==> config.mk <==
export PLATFORM = sky130hd
export DESIGN_NAME = status_telemetry_readback
export DESIGN_NICKNAME = d
export VERILOG_FILES = /design/src/hw/status_telemetry_pkg.sv /design/src/hw/status_telemetry_readback.sv
export SDC_FILE = /design/constraint.sdc
export NUM_CORES = 1
export LEC_CHECK = 0
export BUFFER_PORTS_ARGS = -buffer_cell sky130_fd_sc_hd__buf_2
export CAP_MARGIN = 20
export CELL_PAD_IN_SITES_DETAIL_PLACEMENT = 1
export CELL_PAD_IN_SITES_GLOBAL_PLACEMENT = 2
export CORE_UTILIZATION = 33
export DETAILED_ROUTE_END_ITERATION = 16
export PLACE_DENSITY_LB_ADDON = 0.2
export SYNTH_ARGS = -nofsm -noshare
export SYNTH_HDL_FRONTEND = slang
export SYNTH_SLANG_ARGS = --single-unit
==> constraint.sdc <==
create_clock -name clk_sys_i -period 1.8 [get_ports clk_sys_i]
set_input_delay 0.36 -clock clk_sys_i [delete_from_list [all_inputs] [get_ports clk_sys_i]]
set_output_delay 0.36 -clock clk_sys_i [all_outputs]
set_load 0.05 [all_outputs]
==> src/hw/status_telemetry_pkg.sv <==
// status_telemetry_pkg: command selectors, flag positions, reset values and carriers
// for the status and telemetry read-back block; shared by design and bench.
package status_telemetry_pkg;

    // command selectors on the read-back port
    localparam logic [2:0] CMD_VENDOR_STATUS = 3'h0;
    localparam logic [2:0] CMD_READ_VIN = 3'h1;
    localparam logic [2:0] CMD_READ_VOUT = 3'h2;
    localparam logic [2:0] CMD_READ_TEMP = 3'h3;
    localparam logic [2:0] CMD_BUS_REVISION = 3'h4;

    // bit positions in the vendor status byte
    localparam int BIT_DISCHARGE = 7;
    localparam int BIT_FAULT_ONE = 6;
    localparam int BIT_FAULT_ZERO = 5;
    localparam int BIT_SERVO_REACHED = 4;
    localparam int BIT_DAC_CONNECTED = 3;
    localparam int BIT_DAC_SATURATED = 2;
    localparam int BIT_VINEN_OFF = 1;
    localparam int BIT_WATCHDOG = 0;

    // linear format field layout
    localparam int L11_MANT_W = 11;
    localparam int L11_EXP_W = 5;
    localparam int WORD_W = 16;

    // values after reset
    localparam logic [15:0] READING_RESET = 16'h0000;
    localparam logic [15:0] DATA_RESET = 16'h0000;

    // per-channel sticky flags
    typedef struct packed {
        logic discharge;
        logic fault_one;
        logic fault_zero;
        logic dac_saturated;
    } ch_flags_s;

    localparam ch_flags_s CH_FLAGS_RESET = '{discharge: 1'b0, fault_one: 1'b0,
        fault_zero: 1'b0, dac_saturated: 1'b0};

    // one linear reading: 5-bit exponent and 11-bit mantissa, both two's complement
    typedef struct packed {
        logic [4:0] exponent;
        logic [10:0] mantissa;
    } l11_s;

endpackage

==> src/hw/status_telemetry_readback.sv <==
// status_telemetry_readback: vendor status byte, latest ADC readings and bus revision
// for a multi-channel power manager, answered on a simple command read-back port.
// assumes event and reading inputs come from logic on clk_sys_i; the shared fault
// lines come from pins and are synchronised here.
`timescale 1ns/1ns
`default_nettype none
module status_telemetry_readback
    import status_telemetry_pkg::*;
#(
    parameter int CHANNELS = 8,
    parameter int PAGE_W = 3,
    // arbitrary neutral value for the reported revision code
    parameter logic [7:0] BUS_REVISION_CODE = 8'h2a
) (
    input wire logic clk_sys_i,
    input wire logic resetn_i,
    input wire logic shared_fault_line_one_i,
    input wire logic shared_fault_line_zero_i,
    input wire logic [CHANNELS-1:0] discharge_fault_i,
    input wire logic [CHANNELS-1:0] turn_on_attempt_i,
    input wire logic [CHANNELS-1:0] shutdown_by_line_one_i,
    input wire logic [CHANNELS-1:0] shutdown_by_line_zero_i,
    input wire logic [CHANNELS-1:0] control_toggle_i,
    input wire logic [CHANNELS-1:0] operation_cycle_i,
    input wire logic [CHANNELS-1:0] user_on_cmd_i,
    input wire logic clear_faults_i,
    input wire logic [CHANNELS-1:0] servo_reached_i,
    input wire logic [CHANNELS-1:0] dac_connected_i,
    input wire logic [CHANNELS-1:0] dac_saturated_i,
    input wire logic vinen_faulted_off_i,
    input wire logic watchdog_fault_i,
    input wire logic [CHANNELS-1:0] discharge_off_en_i,
    input wire logic [CHANNELS-1:0] fault_one_off_en_i,
    input wire logic [CHANNELS-1:0] fault_zero_off_en_i,
    input wire logic [CHANNELS-1:0] adc_hires_i,
    input wire logic vin_valid_i,
    input wire l11_s vin_sample_i,
    input wire logic temp_valid_i,
    input wire l11_s temp_sample_i,
    input wire logic vout_valid_i,
    input wire logic [PAGE_W-1:0] vout_chan_i,
    input wire logic [15:0] vout_l16_i,
    input wire l11_s vout_current_i,
    input wire logic rd_req_i,
    input wire logic [2:0] rd_cmd_i,
    input wire logic [PAGE_W-1:0] rd_page_i,
    input wire logic wr_req_i,
    input wire logic [2:0] wr_cmd_i,
    output logic [15:0] rd_data_o,
    output logic rd_valid_o,
    output logic rd_err_o,
    output logic wr_refused_o,
    output logic alert_output_low_o,
    output logic [CHANNELS-1:0] shutdown_req_o
);

    // pack exponent into the upper bits and mantissa into the lower bits
    function automatic logic [15:0] pack_l11(input l11_s v);
        pack_l11 = {v.exponent, v.mantissa};
    endfunction

    logic fl_one_meta_reg, fl_one_sync_reg, fl_zero_meta_reg, fl_zero_sync_reg;
    ch_flags_s flags_reg [CHANNELS];
    ch_flags_s flags_next [CHANNELS];
    logic watchdog_reg, watchdog_next;
    logic alert_n_reg, alert_n_next;
    logic [CHANNELS-1:0] shutdown_reg, shutdown_next;
    logic [15:0] vin_reg, vin_next, temp_reg, temp_next;
    logic [15:0] vout_reg [CHANNELS];
    logic [15:0] vout_next [CHANNELS];
    logic [15:0] data_reg, data_next;
    logic valid_reg, valid_next, err_reg, err_next, refused_reg, refused_next;
    // per-channel alerting summary rebuilt from the flag registers for the alert check
    wire logic [CHANNELS-1:0] alerting_vec;

    always_comb begin
        ch_flags_s f;
        logic any_alert;
        logic [7:0] status;
        f = CH_FLAGS_RESET;
        any_alert = 1'b0;
        status = 8'h00;
        watchdog_next = watchdog_reg;
        if (clear_faults_i) begin
            watchdog_next = 1'b0;
        end
        watchdog_next = watchdog_next | watchdog_fault_i;
        any_alert = watchdog_next;
        for (int c = 0; c < CHANNELS; c++) begin
            f = flags_reg[c];
            if (clear_faults_i || user_on_cmd_i[c]) begin
                f = CH_FLAGS_RESET;
            end
            if (control_toggle_i[c] || operation_cycle_i[c] || clear_faults_i) begin
                f.fault_one = 1'b0;
                f.fault_zero = 1'b0;
            end
            // events win over any clear in the same cycle
            f.discharge = f.discharge | discharge_fault_i[c];
            f.fault_one = f.fault_one | shutdown_by_line_one_i[c]
                | (turn_on_attempt_i[c] & ~fl_one_sync_reg);
            f.fault_zero = f.fault_zero | shutdown_by_line_zero_i[c]
                | (turn_on_attempt_i[c] & ~fl_zero_sync_reg);
            f.dac_saturated = f.dac_saturated | dac_saturated_i[c];
            flags_next[c] = f;
            any_alert = any_alert | f.discharge | f.fault_one | f.fault_zero;
            // shutdown request pulses when an enabled flag newly sets
            shutdown_next[c] = (f.discharge & ~flags_reg[c].discharge & discharge_off_en_i[c])
                | (f.fault_one & ~flags_reg[c].fault_one & fault_one_off_en_i[c])
                | (f.fault_zero & ~flags_reg[c].fault_zero & fault_zero_off_en_i[c]);
            vout_next[c] = vout_reg[c];
            if (vout_valid_i && (int'(vout_chan_i) == c)) begin
                if ((c % 2 == 1) && adc_hires_i[c]) begin
                    vout_next[c] = pack_l11(vout_current_i);
                end else begin
                    vout_next[c] = vout_l16_i;
                end
            end
        end
        alert_n_next = ~any_alert;
        vin_next = vin_valid_i ? pack_l11(vin_sample_i) : vin_reg;
        temp_next = temp_valid_i ? pack_l11(temp_sample_i) : temp_reg;

        valid_next = rd_req_i;
        err_next = 1'b0;
        data_next = data_reg;
        if (rd_req_i) begin
            data_next = DATA_RESET;
            if (int'(rd_page_i) >= CHANNELS) begin
                err_next = 1'b1;
            end else begin
                case (rd_cmd_i)
                    CMD_VENDOR_STATUS: begin
                        status[BIT_DISCHARGE] = flags_reg[rd_page_i].discharge;
                        status[BIT_FAULT_ONE] = flags_reg[rd_page_i].fault_one;
                        status[BIT_FAULT_ZERO] = flags_reg[rd_page_i].fault_zero;
                        status[BIT_SERVO_REACHED] = servo_reached_i[rd_page_i];
                        status[BIT_DAC_CONNECTED] = dac_connected_i[rd_page_i];
                        status[BIT_DAC_SATURATED] = flags_reg[rd_page_i].dac_saturated;
                        status[BIT_VINEN_OFF] = vinen_faulted_off_i;
                        status[BIT_WATCHDOG] = watchdog_reg;
                        data_next = {8'h00, status};
                    end
                    CMD_READ_VIN: begin
                        data_next = vin_reg;
                    end
                    CMD_READ_VOUT: begin
                        data_next = vout_reg[rd_page_i];
                    end
                    CMD_READ_TEMP: begin
                        data_next = temp_reg;
                    end
                    CMD_BUS_REVISION: begin
                        data_next = {8'h00, BUS_REVISION_CODE};
                    end
                    default: begin
                        err_next = 1'b1;
                    end
                endcase
            end
        end
        // every command here is read only; a write only reports refusal
        refused_next = wr_req_i;
    end

    always_ff @(posedge clk_sys_i or negedge resetn_i) begin
        if (!resetn_i) begin
            fl_one_meta_reg <= 1'b1;
            fl_one_sync_reg <= 1'b1;
            fl_zero_meta_reg <= 1'b1;
            fl_zero_sync_reg <= 1'b1;
            for (int c = 0; c < CHANNELS; c++) begin
                flags_reg[c] <= CH_FLAGS_RESET;
                vout_reg[c] <= READING_RESET;
            end
            watchdog_reg <= 1'b0;
            alert_n_reg <= 1'b1;
            shutdown_reg <= '0;
            vin_reg <= READING_RESET;
            temp_reg <= READING_RESET;
            data_reg <= DATA_RESET;
            valid_reg <= 1'b0;
            err_reg <= 1'b0;
            refused_reg <= 1'b0;
        end else begin
            fl_one_meta_reg <= shared_fault_line_one_i;
            fl_one_sync_reg <= fl_one_meta_reg;
            fl_zero_meta_reg <= shared_fault_line_zero_i;
            fl_zero_sync_reg <= fl_zero_meta_reg;
            for (int c = 0; c < CHANNELS; c++) begin
                flags_reg[c] <= flags_next[c];
                vout_reg[c] <= vout_next[c];
            end
            watchdog_reg <= watchdog_next;
            alert_n_reg <= alert_n_next;
            shutdown_reg <= shutdown_next;
            vin_reg <= vin_next;
            temp_reg <= temp_next;
            data_reg <= data_next;
            valid_reg <= valid_next;
            err_reg <= err_next;
            refused_reg <= refused_next;
        end
    end

    assign rd_data_o = data_reg;
    assign rd_valid_o = valid_reg;
    assign rd_err_o = err_reg;
    assign wr_refused_o = refused_reg;
    assign alert_output_low_o = alert_n_reg;
    assign shutdown_req_o = shutdown_reg;

    for (genvar g = 0; g < CHANNELS; g++) begin : g_chk
        assign alerting_vec[g] = flags_reg[g].discharge | flags_reg[g].fault_one | flags_reg[g].fault_zero;
        AST_DISCHARGE_SETS: assert property (@(posedge clk_sys_i) disable iff (!resetn_i)
            discharge_fault_i[g] |=> flags_reg[g].discharge && !alert_output_low_o)
            else $error("discharge event did not set flag and alert");
        AST_LINE_ONE_SHUTDOWN: assert property (@(posedge clk_sys_i) disable iff (!resetn_i)
            shutdown_by_line_one_i[g] |=> flags_reg[g].fault_one)
            else $error("line one shutdown not recorded");
        AST_PIN_FLAGS_CLEARED: assert property (@(posedge clk_sys_i) disable iff (!resetn_i)
            control_toggle_i[g] && !turn_on_attempt_i[g] && !shutdown_by_line_one_i[g]
            && !shutdown_by_line_zero_i[g] |=> !flags_reg[g].fault_one && !flags_reg[g].fault_zero)
            else $error("pin flags survived a control toggle");
        AST_STICKY_HOLDS: assert property (@(posedge clk_sys_i) disable iff (!resetn_i)
            flags_reg[g].discharge && !clear_faults_i && !user_on_cmd_i[g] |=> flags_reg[g].discharge)
            else $error("sticky discharge flag dropped");
        AST_SATURATED_SETS: assert property (@(posedge clk_sys_i) disable iff (!resetn_i)
            dac_saturated_i[g] |=> flags_reg[g].dac_saturated ##1 flags_reg[g].dac_saturated
            || $past(clear_faults_i) || $past(user_on_cmd_i[g]))
            else $error("saturation flag not kept");
        AST_LINE_ZERO_TURN_ON: assert property (@(posedge clk_sys_i) disable iff (!resetn_i)
            turn_on_attempt_i[g] && !fl_zero_sync_reg |=> flags_reg[g].fault_zero && !alert_output_low_o)
            else $error("turn-on against low line zero not recorded");
        AST_LINE_ZERO_SHUTDOWN: assert property (@(posedge clk_sys_i) disable iff (!resetn_i)
            shutdown_by_line_zero_i[g] && !flags_reg[g].fault_zero && fault_zero_off_en_i[g] |=> shutdown_req_o[g])
            else $error("line zero shutdown not requested");
        AST_CYCLE_CLEARS: assert property (@(posedge clk_sys_i) disable iff (!resetn_i)
            operation_cycle_i[g] && !turn_on_attempt_i[g] && !shutdown_by_line_one_i[g]
            && !shutdown_by_line_zero_i[g] |=> !flags_reg[g].fault_one && !flags_reg[g].fault_zero)
            else $error("pin flags survived an on/off cycle");
        AST_DISCHARGE_OFF: assert property (@(posedge clk_sys_i) disable iff (!resetn_i)
            discharge_fault_i[g] && !flags_reg[g].discharge && discharge_off_en_i[g] |=> shutdown_req_o[g])
            else $error("discharge shutdown not requested");
        AST_USER_ON_CLEARS: assert property (@(posedge clk_sys_i) disable iff (!resetn_i)
            user_on_cmd_i[g] && !discharge_fault_i[g] && !dac_saturated_i[g]
            |=> !flags_reg[g].discharge && !flags_reg[g].dac_saturated)
            else $error("user turn-on left sticky flags set");
        AST_VOUT_READBACK: assert property (@(posedge clk_sys_i) disable iff (!resetn_i)
            vout_valid_i && int'(vout_chan_i) == g ##1 (rd_req_i && rd_cmd_i == CMD_READ_VOUT
            && int'(rd_page_i) == g && !vout_valid_i)
            |=> rd_data_o == (((g % 2 == 1) && $past(adc_hires_i[g], 2)) ? {$past(vout_current_i, 2)}
            : $past(vout_l16_i, 2)))
            else $error("output reading does not match last sample");
    end

    AST_WATCHDOG_ALERTS: assert property (@(posedge clk_sys_i) disable iff (!resetn_i)
        watchdog_fault_i && !(|discharge_fault_i) && !(|turn_on_attempt_i) && !(|shutdown_by_line_one_i)
        && !(|shutdown_by_line_zero_i) |=> watchdog_reg && !alert_output_low_o && shutdown_req_o == '0)
        else $error("watchdog fault not flagged with alert, or it turned a channel off");
    AST_ALERT_RELEASE: assert property (@(posedge clk_sys_i) disable iff (!resetn_i)
        alert_output_low_o == !(watchdog_reg || (|alerting_vec)))
        else $error("alert level disagrees with the alerting flags");
    AST_WATCHDOG_HOLDS: assert property (@(posedge clk_sys_i) disable iff (!resetn_i)
        watchdog_reg && !clear_faults_i |=> watchdog_reg)
        else $error("watchdog flag dropped without a clear");
    AST_REVISION_FIXED: assert property (@(posedge clk_sys_i) disable iff (!resetn_i)
        rd_req_i && rd_cmd_i == CMD_BUS_REVISION |=> rd_valid_o && rd_data_o == {8'h00, BUS_REVISION_CODE})
        else $error("bus revision read returned wrong value");
    AST_VIN_READBACK: assert property (@(posedge clk_sys_i) disable iff (!resetn_i)
        vin_valid_i ##1 (rd_req_i && rd_cmd_i == CMD_READ_VIN && !vin_valid_i)
        |=> rd_data_o == {$past(vin_sample_i, 2)})
        else $error("input voltage read does not match last sample");
    AST_TEMP_READBACK: assert property (@(posedge clk_sys_i) disable iff (!resetn_i)
        temp_valid_i ##1 (rd_req_i && rd_cmd_i == CMD_READ_TEMP && !temp_valid_i)
        |=> rd_data_o == {$past(temp_sample_i, 2)})
        else $error("temperature read does not match last sample");
    AST_STATUS_LIVE: assert property (@(posedge clk_sys_i) disable iff (!resetn_i)
        rd_req_i && rd_cmd_i == CMD_VENDOR_STATUS
        |=> rd_data_o[BIT_SERVO_REACHED] == $past(servo_reached_i[rd_page_i])
        && rd_data_o[BIT_DAC_CONNECTED] == $past(dac_connected_i[rd_page_i])
        && rd_data_o[BIT_VINEN_OFF] == $past(vinen_faulted_off_i) && rd_data_o[15:8] == 8'h00)
        else $error("live status bits do not follow their inputs");
    AST_WRITE_REFUSED: assert property (@(posedge clk_sys_i) disable iff (!resetn_i)
        wr_req_i && !rd_req_i |=> wr_refused_o && $stable(rd_data_o))
        else $error("write not refused or read data changed");

endmodule
`default_nettype wire

==> results of run 1 <==
stage by stage:
step	util (%)	setup slack, ns	std cells
5_1_grt	44.6	-0.153	1621
3_3_place_gp	41.4	-0.283	1563
4_1_cts	44.4	-0.0516	1621
3_5_place_dp	41.4	-0.303	1563
6_report	44.6	-0.0696	1621
2_1_floorplan	-	-0.0774	876
what timing repair did:
action,4_1_cts,5_1_grt
hold endpoints to repair,42,0
pin swaps,4,2
resized for setup,11,10
setup endpoints to repair,2,2
buffers inserted,1,0
gates cloned,0,0
hold buffers,9,0
cell usage in the layout (no fill, tap or decap), drive strengths merged, types with 5 or more instances in the layout:
cell / Yosys / final
a21o: 16 / 16
a21oi: 46 / 46
a221oi: 7 / 7
buf: 21 / 306
clkbuf: 32 / 41
clkinv: 1 / 6
dfrtp: 220 / 220
dfstp: 5 / 5
dlygate4sd3: 0 / 9
inv: 11 / 12
mux2: 96 / 96
mux2i: 106 / 106
mux4: 38 / 38
nand2: 82 / 82
nand2b: 10 / 10
nand3: 7 / 7
nor2: 44 / 44
nor4: 9 / 9
o2111ai: 5 / 5
o21a: 5 / 5
o21ai: 71 / 71
o221ai: 8 / 8
or3b: 7 / 7
per-layer routing:
layer	vias up	global-route usage, %
met1	4095	29.6
met4	0	4.30
met5	-	0
met3	39	2.63
li1	3795	-
met2	181	34.8
power groups by stage:
stage / combinational [mW] / clock (mW) / sequential [mW]
after floorplan: 1.43 / 0 / 6.44
after global placement: 2.68 / 0 / 6.34
after detailed placement: 2.74 / 0 / 6.39
after CTS: 2.78 / 5.34 / 6.30
after global routing: 3.01 / 5.52 / 6.41
final: 2.76 / 5.18 / 6.30
area by class of cell:
class                      count  area [um2]  area share (%)
multi-input combinational    586        4980            35.1
tap                          435         544            3.84
clock buffer                  41         758            5.35
inverter                      12        52.6           0.371
clock inverter                 7        67.6           0.476
timing repair buffer         315        2140            15.1
sequential                   225        5640            39.8
worst register-to-register path, cell delays in order, from the launching register on:
cell and delay [ns]:
dfrtp_1 0.41, a21o_1 0.18, or4b_1 0.57, or3_1 0.41
nor4_4 0.21
cells in the mapped netlist (8+ instances only):
cell type and count:
nor2_1 43, clkbuf_1 32, a21oi_1 46, mux2i_1 106
mux4_2 38, buf_1 9, nand2b_1 10, o221ai_1 8
nand2_1 82, dfrtp_1 220, a21o_1 16, o21ai_0 71
inv_1 11, mux2_2 94, nor4_1 8, buf_2 10
worst paths after layout:
check | from | to | slack (ns) | cells after the start
hold reg to reg | fl_zero_meta_reg | fl_zero_sync_reg | 0.35 | 0
hold / removal | dac_saturated_i[5] | flags_reg[8] | 0.03 | 2
max in group asynchronous | resetn_i | fl_one_sync_reg | 0.85 | 3
setup / recovery | flags_reg[7] | alert_output_low_o | -0.07 | 4
min in group asynchronous | resetn_i | temp_reg[14] | 0.31 | 2
setup reg to reg | flags_reg[7] | alert_output_low_o | -0.07 | 4
cells by family after synthesis:
logic type             Yosys count
muxes                          240
DFF                            225
and+or+nand+nor                183
AOI/OAI and AO/OA              163
buffers and inverters           65
==> summary.txt, run 1 <==
Timing
  • Clock skew: between 0.02 and 0.03 ns
  • FMAX: about 0.53 GHz
  • Hold WS: roughly 0.034 ns
  • Unrepaired setup endpoints after global routing: yes
  • Final slew viol count: 0
  • Normalized max-slew margin: a little under three fifths
  • Final-report hold violation count: 0
  • Final TNS setup: -0.0696 ns
  • Tmin final: 1.87 ns
  • Final worst path period share: 104%
  • Worst Setup Slack, final: -0.0696 ns
  • Least-Margin Pin Slew: roughly 0.63 ns
  • Setup violations, final: 1

Drt
  • Drt first pass iters: 5
  • Routed length on met1: ~16 mm
  • Routed len/inst: 21.2 um
  • Via density: roughly 5
  • DRT antenna net count: 0
  • Starting DRT DRC Count: between 300 and 400
  • Met3 routed WL: about 1.2 mm
  • DRC: 0
  • DR WL met2: between 15 and 20 mm
  • Via count: roughly 8,100
  • WL final: 34.4 mm
  • DR top layer: met4

Logic synthesis
  • Distinct cell type count after synthesis: 42
  • Cell Area, Synth: roughly 11,000 um2
  • Post-synth top flop: dfrtp_1
  • Xor/xnor share of the synthesized area: 0%
  • Largest cells by area after synthesis: dfrtp_1 51%, mux2i_1 9.9%, mux2_2 9.8%
  • Compound-Gate Fraction of Synth Area: 9.00%
  • Ys async rst share: between 90% and 100%
  • Post-synthesis simple-gate area fraction: 8.22%
  • Seq/Total Area, Yosys: 52.4%
  • Avg Synthesized Cell Area: ~12 um2
  • Mux contribution to synthesized area: between 20 and 30%
  • Syn Inst Count: between 800 and 900
  • Adder-cell share of the synthesized area: 0%
  • Synth Warn #: 0
  • Cell taking the most area after synthesis: dfrtp_1
  • Largest family of logic cells by synthesized area: multiplexers
  • Mapped Nets: between 1,000 and 1,500
  • Number of synthesized flops with an enable pin: 0
  • #FFs+latches synth: 225
  • Top-area cell type share of the netlist area: 51.2%

Worst setup path
  • Crit-path max FO: 3
  • Worst path required time: about 2.2 ns
  • Endpoint type of the worst setup path: flip-flop
  • CP Cell Sequence: a21o_1 -> or4b_1 -> or3_1 -> nor4_4
  • Largest delay share family, worst path: simple AND/OR/NAND/NOR gates
  • Crit path DAT: 2.31 ns
  • Crit path buf inv count: 0
  • CP Class: flip-flop to flip-flop
  • Largest stage delay on the critical path: 0.57 ns
  • Crit-path slowest cell: or4b_1
  • Startpoint types: flip-flop

Pwr
  • Psw: approximately 3.9 mW
  • Cell Pwr Density: roughly 1000 nW/um2
  • Gate power share: a little under 20%
  • Clock power share: between 30% and 40%
  • Post-layout total power: approximately 14 mW
  • Leakage: 6.55 nW
  • Int Pwr: 10.3 mW
  • Maximum VDD drop: between 0.0006 and 0.0007 V
  • Switch share: ~28%
  • Sequential share of power: ~44%

Clock tree
  • CTS Root Cell: clkbuf_16
  • CTS tree: yes
  • H-tree depth: 1
  • Worst-path clk slew: around 0.060 ns
  • TritonCTS buffer count: 27
  • CTS Buffer Depth: 3
  • Worst-skew pair later-pin latency: around 0.54 ns
  • Clk sink count: 225

Run status
  • Status: finished, violations left
  • Violated checks: negative setup slack

Placement
  • Gpl congestion: slightly below 0.9
  • DP Area: 13,200 um2
  • Dpl hpwl: 24.5 mm
  • Buffers on Ports: between 200 and 250

Die
  • Die height: roughly 180 um
  • # IOs: around 230
  • Initial core utilization: 33.8%
  • Die area: around 33,000 um2
  • Row Count: between 60 and 70
  • Horiz. Die Dim: between 150 and 200 um
  • Core area: 31,800 um2

Finish
  • Final Instance Area: about 14,000 um2
  • Max reg flops: around 130
  • ANT cells: 0
  • Area grow syn2layout: 31.8%
  • Nets: ~1,400
  • Ratio of cells with drive above 1 in the final layout: 43.1%
  • Fillers: around 3,400

Global routing
  • Total track usage: around a fifth
  • First-pass GRT wire length: around 54 mm
  • Initial antenna violation count: 0
  • Vias in the first global route: between 8,000 and 9,000
  • Total grt overflow: 0
  • Largest net degree at the start of global routing: 56

Worst hold path
  • Hold Crit Class: input pin to flip-flop

Run
  • Max Cap Violations: 0
Note: power is estimated with default switching activity, not from simulation.
==> run 2, diff against run 1 <==
- RECOVER_POWER: not set -> 50
- SKIP_LAST_GASP: not set -> 1
==> summary.txt, run 2 (synthesized netlist as in run 1, its figures left out) <==
Run status
  • Status: finished, violations left
  • Violated checks: negative setup slack

Worst setup path
  • Worst path required time: around 2.2 ns
  • Crit-path max FO: 3
  • CP Class: flip-flop to flip-flop
  • Crit path DAT: ~2.3 ns
  • Endpoint type of the worst setup path: flip-flop
  • Startpoint types: flip-flop

Die
  • Horiz. Die Dim: 183 um
  • Die area: approximately 33,000 um2
  • Die height: around 180 um
  • Row Count: 65
  • Core area: around 32,000 um2
  • Initial core utilization: between 30% and 40%
  • # IOs: between 200 and 250

Timing
  • Hold WS: roughly 0.034 ns
  • Final TNS setup: -0.0703 ns
  • Tmin final: about 1.9 ns
  • Clock skew: between 0.02 and 0.03 ns
  • Unrepaired setup endpoints after global routing: yes
  • Final worst path period share: 104%
  • Final-report hold violation count: 0
  • Final slew viol count: 0
  • FMAX: 0.535 GHz
  • Normalized max-slew margin: a little over a quarter
  • Worst Setup Slack, final: -0.0703 ns
  • Setup violations, final: 1
  • Least-Margin Pin Slew: approximately 1.1 ns

Finish
  • Nets: about 1,400
  • Commonest non-fill, non-tap cell in the layout: dfrtp_1
  • Commonest cells after routing, fill and taps aside: 219 x dfrtp_1, 217 x buf_2, 106 x mux2i_1
  • Final core occ: between 40% and 50%
  • Ratio of cells with drive above 1 in the final layout: ~42%
  • Fillers: 3,446
  • Area grow syn2layout: 30.6%
  • ANT cells: 0
  • Max reg flops: between 100 and 150

Worst hold path
  • Hold Crit Class: input pin to flip-flop

Drt
  • Via density: ~5.0
  • Drt first pass iters: 4
  • Via count: 8,144
  • WL final: 34.4 mm
  • Starting DRT DRC Count: around 340
  • DRT antenna net count: 0
  • DRC: 0
  • Routed len/inst: approximately 21 um

Global routing
  • Total grt overflow: 0
  • Vias in the first global route: 8,872
  • Largest net degree at the start of global routing: 56
  • Initial antenna violation count: 0
  • First-pass GRT wire length: between 50 and 60 mm
  • Total track usage: approximately a fifth

Clock tree
  • TritonCTS buffer count: 27
  • Worst-skew pair later-pin latency: 0.54 ns
  • Clk sink count: around 230
  • CTS Buffer Depth: 3
  • CTS tree: yes
  • H-tree depth: 1
  • CTS Root Cell: clkbuf_16
  • Worst-path clk slew: around 0.06 ns

Placement
  • Buffers on Ports: 220
  • Gpl congestion: 0.890
  • Dpl hpwl: 24.5 mm
  • Post-place setup slack: -0.303 ns

Pwr
  • Maximum VDD drop: between 0.0006 and 0.0007 V
  • Leakage: 6.50 nW
  • Cell Pwr Density: just over 1000 nW/um2

Run
  • Max Cap Violations: 0
-- run 2: changes by cell type in the layout (fill, tap and decap cells not counted), moves of 2 or more --
cell	before	now
clkbuf_1	11	15
buf_4	64	61
buf_6	0	2
clkbuf_2	0	6
buf_12	23	15
-- run 2: area by class of cell --
| class | instances | area [um2] | area share (%) |
|---|---|---|---|
| Tap cell | 435 | 544 | 3.88 |
| Inverter | 12 | 50.0 | 0.356 |
| Timing Repair Buffer | 315 | 2010 | 14.3 |
| Sequential cell | 225 | 5640 | 40.1 |
| Clock buffer | 41 | 758 | 5.40 |
| Clock inverter | 7 | 67.6 | 0.481 |
| Multi-Input combinational cell | 586 | 4970 | 35.4 |
-- run 2: through the flow --
stage,area (um2),std cells,total power [mW]
3_3_place_gp,13200,1563,9.02
3_5_place_dp,13200,1563,9.13
4_1_cts,14100,1621,14.4
6_report,14000,1621,14.2
2_1_floorplan,10800,876,7.87
5_1_grt,14000,1621,14.9
-- run 2: worst max-delay path, stage by stage (launching register included) --
cell and delay [ns]:
dfrtp_1 0.41, a21o_1 0.18, or4b_1 0.57, or3_1 0.41, nor4_4 0.21
-- run 2: layer usage --
| layer | wire (um) | vias to the layer above | part of all wire, % | global-route usage (%) |
|---|---|---|---|---|
| li1 | - | 3808 | - | - |
| met1 | 16000 | 4113 | 46 | 29.6 |
| met2 | 16500 | 184 | 48 | 34.8 |
| met3 | 1360 | 39 | 3.9 | 2.63 |
| met4 | 598 | 0 | 1.7 | 4.30 |
| met5 | 0 | - | 0 | 0 |
-- run 2: final timing paths --
kind                                         start                 end  slack (ns)  cells after the start
worst max-delay path                  flags_reg[7]  alert_output_low_o       -0.07                      4
worst min-delay path            dac_saturated_i[5]        flags_reg[8]        0.03                      2
worst max register to register        flags_reg[7]  alert_output_low_o       -0.07                      4
worst min register to register    fl_zero_meta_reg    fl_zero_sync_reg        0.35                      0
max in group asynchronous                 resetn_i     fl_one_sync_reg        0.22                      3
min in group asynchronous                 resetn_i        wr_refused_o        0.58                      2
-- run 2: where the power goes --
group / internal [mW] / switching [mW]
clock network: 3.03 / 2.14
registers: 5.86 / 0.437
logic: 1.37 / 1.36
-- run 2: repair_timing --
item,4_1_cts,5_1_grt
hold endpoints to repair,42,0
pin swaps,4,2
setup endpoints to repair,2,2
gates resized for setup,11,9
buffers inserted,1,0
hold buffers,9,0
==> run 3, diff against run 2 <==
- ABC_AREA: not set -> 1
- CORE_UTILIZATION: 33 -> 29
- CTS_BUF_LIST: not set -> sky130_fd_sc_hd__clkbuf_8
- SLEW_MARGIN: not set -> 15
==> summary.txt, run 3 <==
Logic synthesis
  • Number of synthesized flops with an enable pin: 0
  • Xor/xnor share of the synthesized area: 0%
  • Mapped Nets: ~1,700
  • Top-count cell post-synth: nand2_1
  • Adder-cell share of the synthesized area: 0%
  • Seq/Total Area, Yosys: 49.8%
  • #FFs+latches synth: approximately 230
  • Cell Area, Synth: roughly 11,000 um2
  • Cell taking the most area after synthesis: dfrtp_1
  • Mux contribution to synthesized area: 1.39%
  • Largest cells by area after synthesis: dfrtp_1 49%, nand2_1 14%, o21ai_0 9.7%
  • Avg Synthesized Cell Area: approximately 7.6 um2
  • Syn Inst Count: around 1,500
  • Post-synth top flop: dfrtp_1
  • Largest family of logic cells by synthesized area: simple AND/OR/NAND/NOR gates
  • Commonest cells post-synth: 417 x nand2_1, 220 x dfrtp_1, 220 x o21ai_0
  • Synth Warn #: 0
  • Compound-Gate Fraction of Synth Area: roughly 15%
  • Distinct cell type count after synthesis: 30
  • Post-synthesis simple-gate area fraction: around a quarter
  • Top-area cell type share of the netlist area: around half
  • Ys async rst share: 100%

Worst setup path
  • Crit-path slowest cell: dlygate4sd3_1
  • Crit path DAT: 2.31 ns
  • CP Class: flip-flop to flip-flop
  • Worst path required time: 2.28 ns
  • Crit-path max FO: 7
  • Startpoint types: flip-flop
  • Largest stage delay on the critical path: 0.56 ns
  • Endpoint type of the worst setup path: flip-flop
  • Cell repeated most along the worst path: nand3_1
  • CP Cell Sequence: clkinvlp_4 -> a21oi_1 -> nand2_1 -> nand3_1 -> nand3_1 -> dlygate4sd3_1

Clock tree
  • H-tree depth: 2
  • Worst-skew pair later-pin latency: approximately 0.60 ns
  • CTS Root Cell: clkbuf_8
  • Clk sink count: between 200 and 250
  • CTS Buffer Depth: 3
  • Worst-path clk slew: ~0.06 ns
  • CTS tree: yes
  • TritonCTS buffer count: 45

Timing
  • Unrepaired setup endpoints after global routing: yes
  • Least-Margin Pin Slew: ~1.2 ns
  • FMAX: ~0.55 GHz
  • Final slew viol count: 0
  • Normalized max-slew margin: between 10% and 20%
  • Worst Setup Slack, final: -0.0311 ns
  • Setup violations, final: 1
  • Clock skew: approximately 0.027 ns
  • Final worst path period share: 102%
  • Tmin final: between 1.5 and 2 ns
  • Final-report hold violation count: 0

Drt
  • DRT antenna net count: 0
  • WL final: around 42 mm
  • Starting DRT DRC Count: between 400 and 500
  • Drt first pass iters: 5
  • Via density: between 4 and 5
  • Via count: 10,973
  • Routed len/inst: between 15 and 20 um
  • DRC: 0

Finish
  • Commonest cells after routing, fill and taps aside: 416 x nand2_1, 224 x o21ai_0, 220 x dfrtp_1
  • Commonest non-fill, non-tap cell in the layout: nand2_1
  • Fillers: 4,705
  • Register area: between 5000 and 6000 um2
  • Multi-input logic area: roughly 4700 um2
  • Area grow syn2layout: 31.0%
  • Max reg flops: 128
  • Final core occ: approximately two fifths
  • Nets: between 1,500 and 2,000
  • Ratio of cells with drive above 1 in the final layout: about 20%

Placement
  • Gpl congestion: around 0.77
  • Post-place setup slack: 0.137 ns
  • Dpl hpwl: 28.5 mm
  • Buffers on Ports: 220

Pwr
  • Cell Pwr Density: roughly 940 nW/um2
  • Leakage: roughly 7.4 nW
  • Maximum VDD drop: between 0.0003 and 0.0004 V

Global routing
  • Total track usage: 21.9%
  • First-pass GRT wire length: ~66 mm
  • Initial antenna violation count: 3
  • Largest net degree at the start of global routing: 41
  • Total grt overflow: 0
  • Vias in the first global route: 11,431

Die
  • Initial core utilization: 29.8%
  • Core area: between 30,000 and 40,000 um2
  • Horiz. Die Dim: 200 um
  • Die height: between 150 and 200 um
  • Row Count: 71
  • Die area: 39,800 um2
  • # IOs: 228

Run status
  • Status: finished, violations left
  • Violated checks: negative setup slack

Worst hold path
  • Hold Crit Class: input pin to flip-flop

Run
  • Max Cap Violations: 0
-- run 3: what timing repair did --
action,in CTS,in global routing
hold buffers,73,0
endpoints found under the hold margin,109,0
buffers inserted,0,1
resized for setup,0,4
setup endpoints to repair,0,2
-- run 3: cell families (layout without fill, tap and decap cells) --
family | count (synthesis) | after routing
compound gates | 322 | 322
flops | 225 | 225
mux | 14 | 14
buf+inv | 259 | 590
other cells | 0 | 2
simple gates | 665 | 665
-- run 3: per-layer routing --
layer	vias to the layer above	track usage [%]	wire length, um
met2	252	36.2	19800
met5	-	0	12
met4	2	5.85	697
met1	5299	29.7	20000
li1	5367	-	-
met3	53	3.19	1710
-- run 3: final cells by class --
| cell class | instances | area share [%] |
|---|---|---|
| antenna | 2 | 0.0338 |
| clock buffer | 57 | 5.29 |
| clock inverter | 18 | 0.481 |
| inverter | 179 | 4.56 |
| multi-input combinational | 1001 | 31.5 |
| sequential | 225 | 38.0 |
| tap | 511 | 4.32 |
| timing repair buffer | 336 | 15.8 |
-- run 3: metrics by stage --
| stage | area (um2) | power, mW | std cells | setup TNS, ns | hold WS [ns] |
|---|---|---|---|---|---|
| finish | 14800 | 13.9 | 2329 | -0.0311 | 0.0251 |
| CTS | 14900 | 14.1 | 2327 | 0 | 0.000731 |
| global placement | 13400 | 8.72 | 2179 | 0 | 0.289 |
| floorplan | 11300 | 7.70 | 1485 | 0 | 0.0644 |
| global route | 14800 | 14.8 | 2329 | -0.862 | 0.0102 |
| detailed placement | 13400 | 8.80 | 2179 | 0 | 0.293 |
-- run 3: critical path: cells and delay by family, from the launching register on --
kind	cells	cell delay (ns)
AND/OR/NAND/NOR	3	0.26
AO/OA/AOI/OAI	1	0.17
buffers and inverters	2	0.73
flip-flops	1	0.54
-- run 3: worst paths after layout --
path                                     end              startpoint  cells past startpoint  slack, ns
max                        shutdown_req_o[5]        fl_zero_sync_reg                      6      -0.03
min                        shutdown_req_o[7]  fault_zero_off_en_i[7]                      3       0.03
max reg2reg                shutdown_req_o[5]        fl_zero_sync_reg                      6      -0.03
min reg2reg                 fl_zero_sync_reg        fl_zero_meta_reg                      0       0.35
max in group asynchronous       vout_reg[73]                resetn_i                      3       0.16
min in group asynchronous  shutdown_req_o[7]                resetn_i                      2       0.59
-- run 3: power by group --
group          total, mW  internal, mW  switching, mW
registers           6.12          5.82          0.294
clock network       5.09          2.80           2.29
logic               2.67         0.989           1.68
total               13.9          9.61           4.27
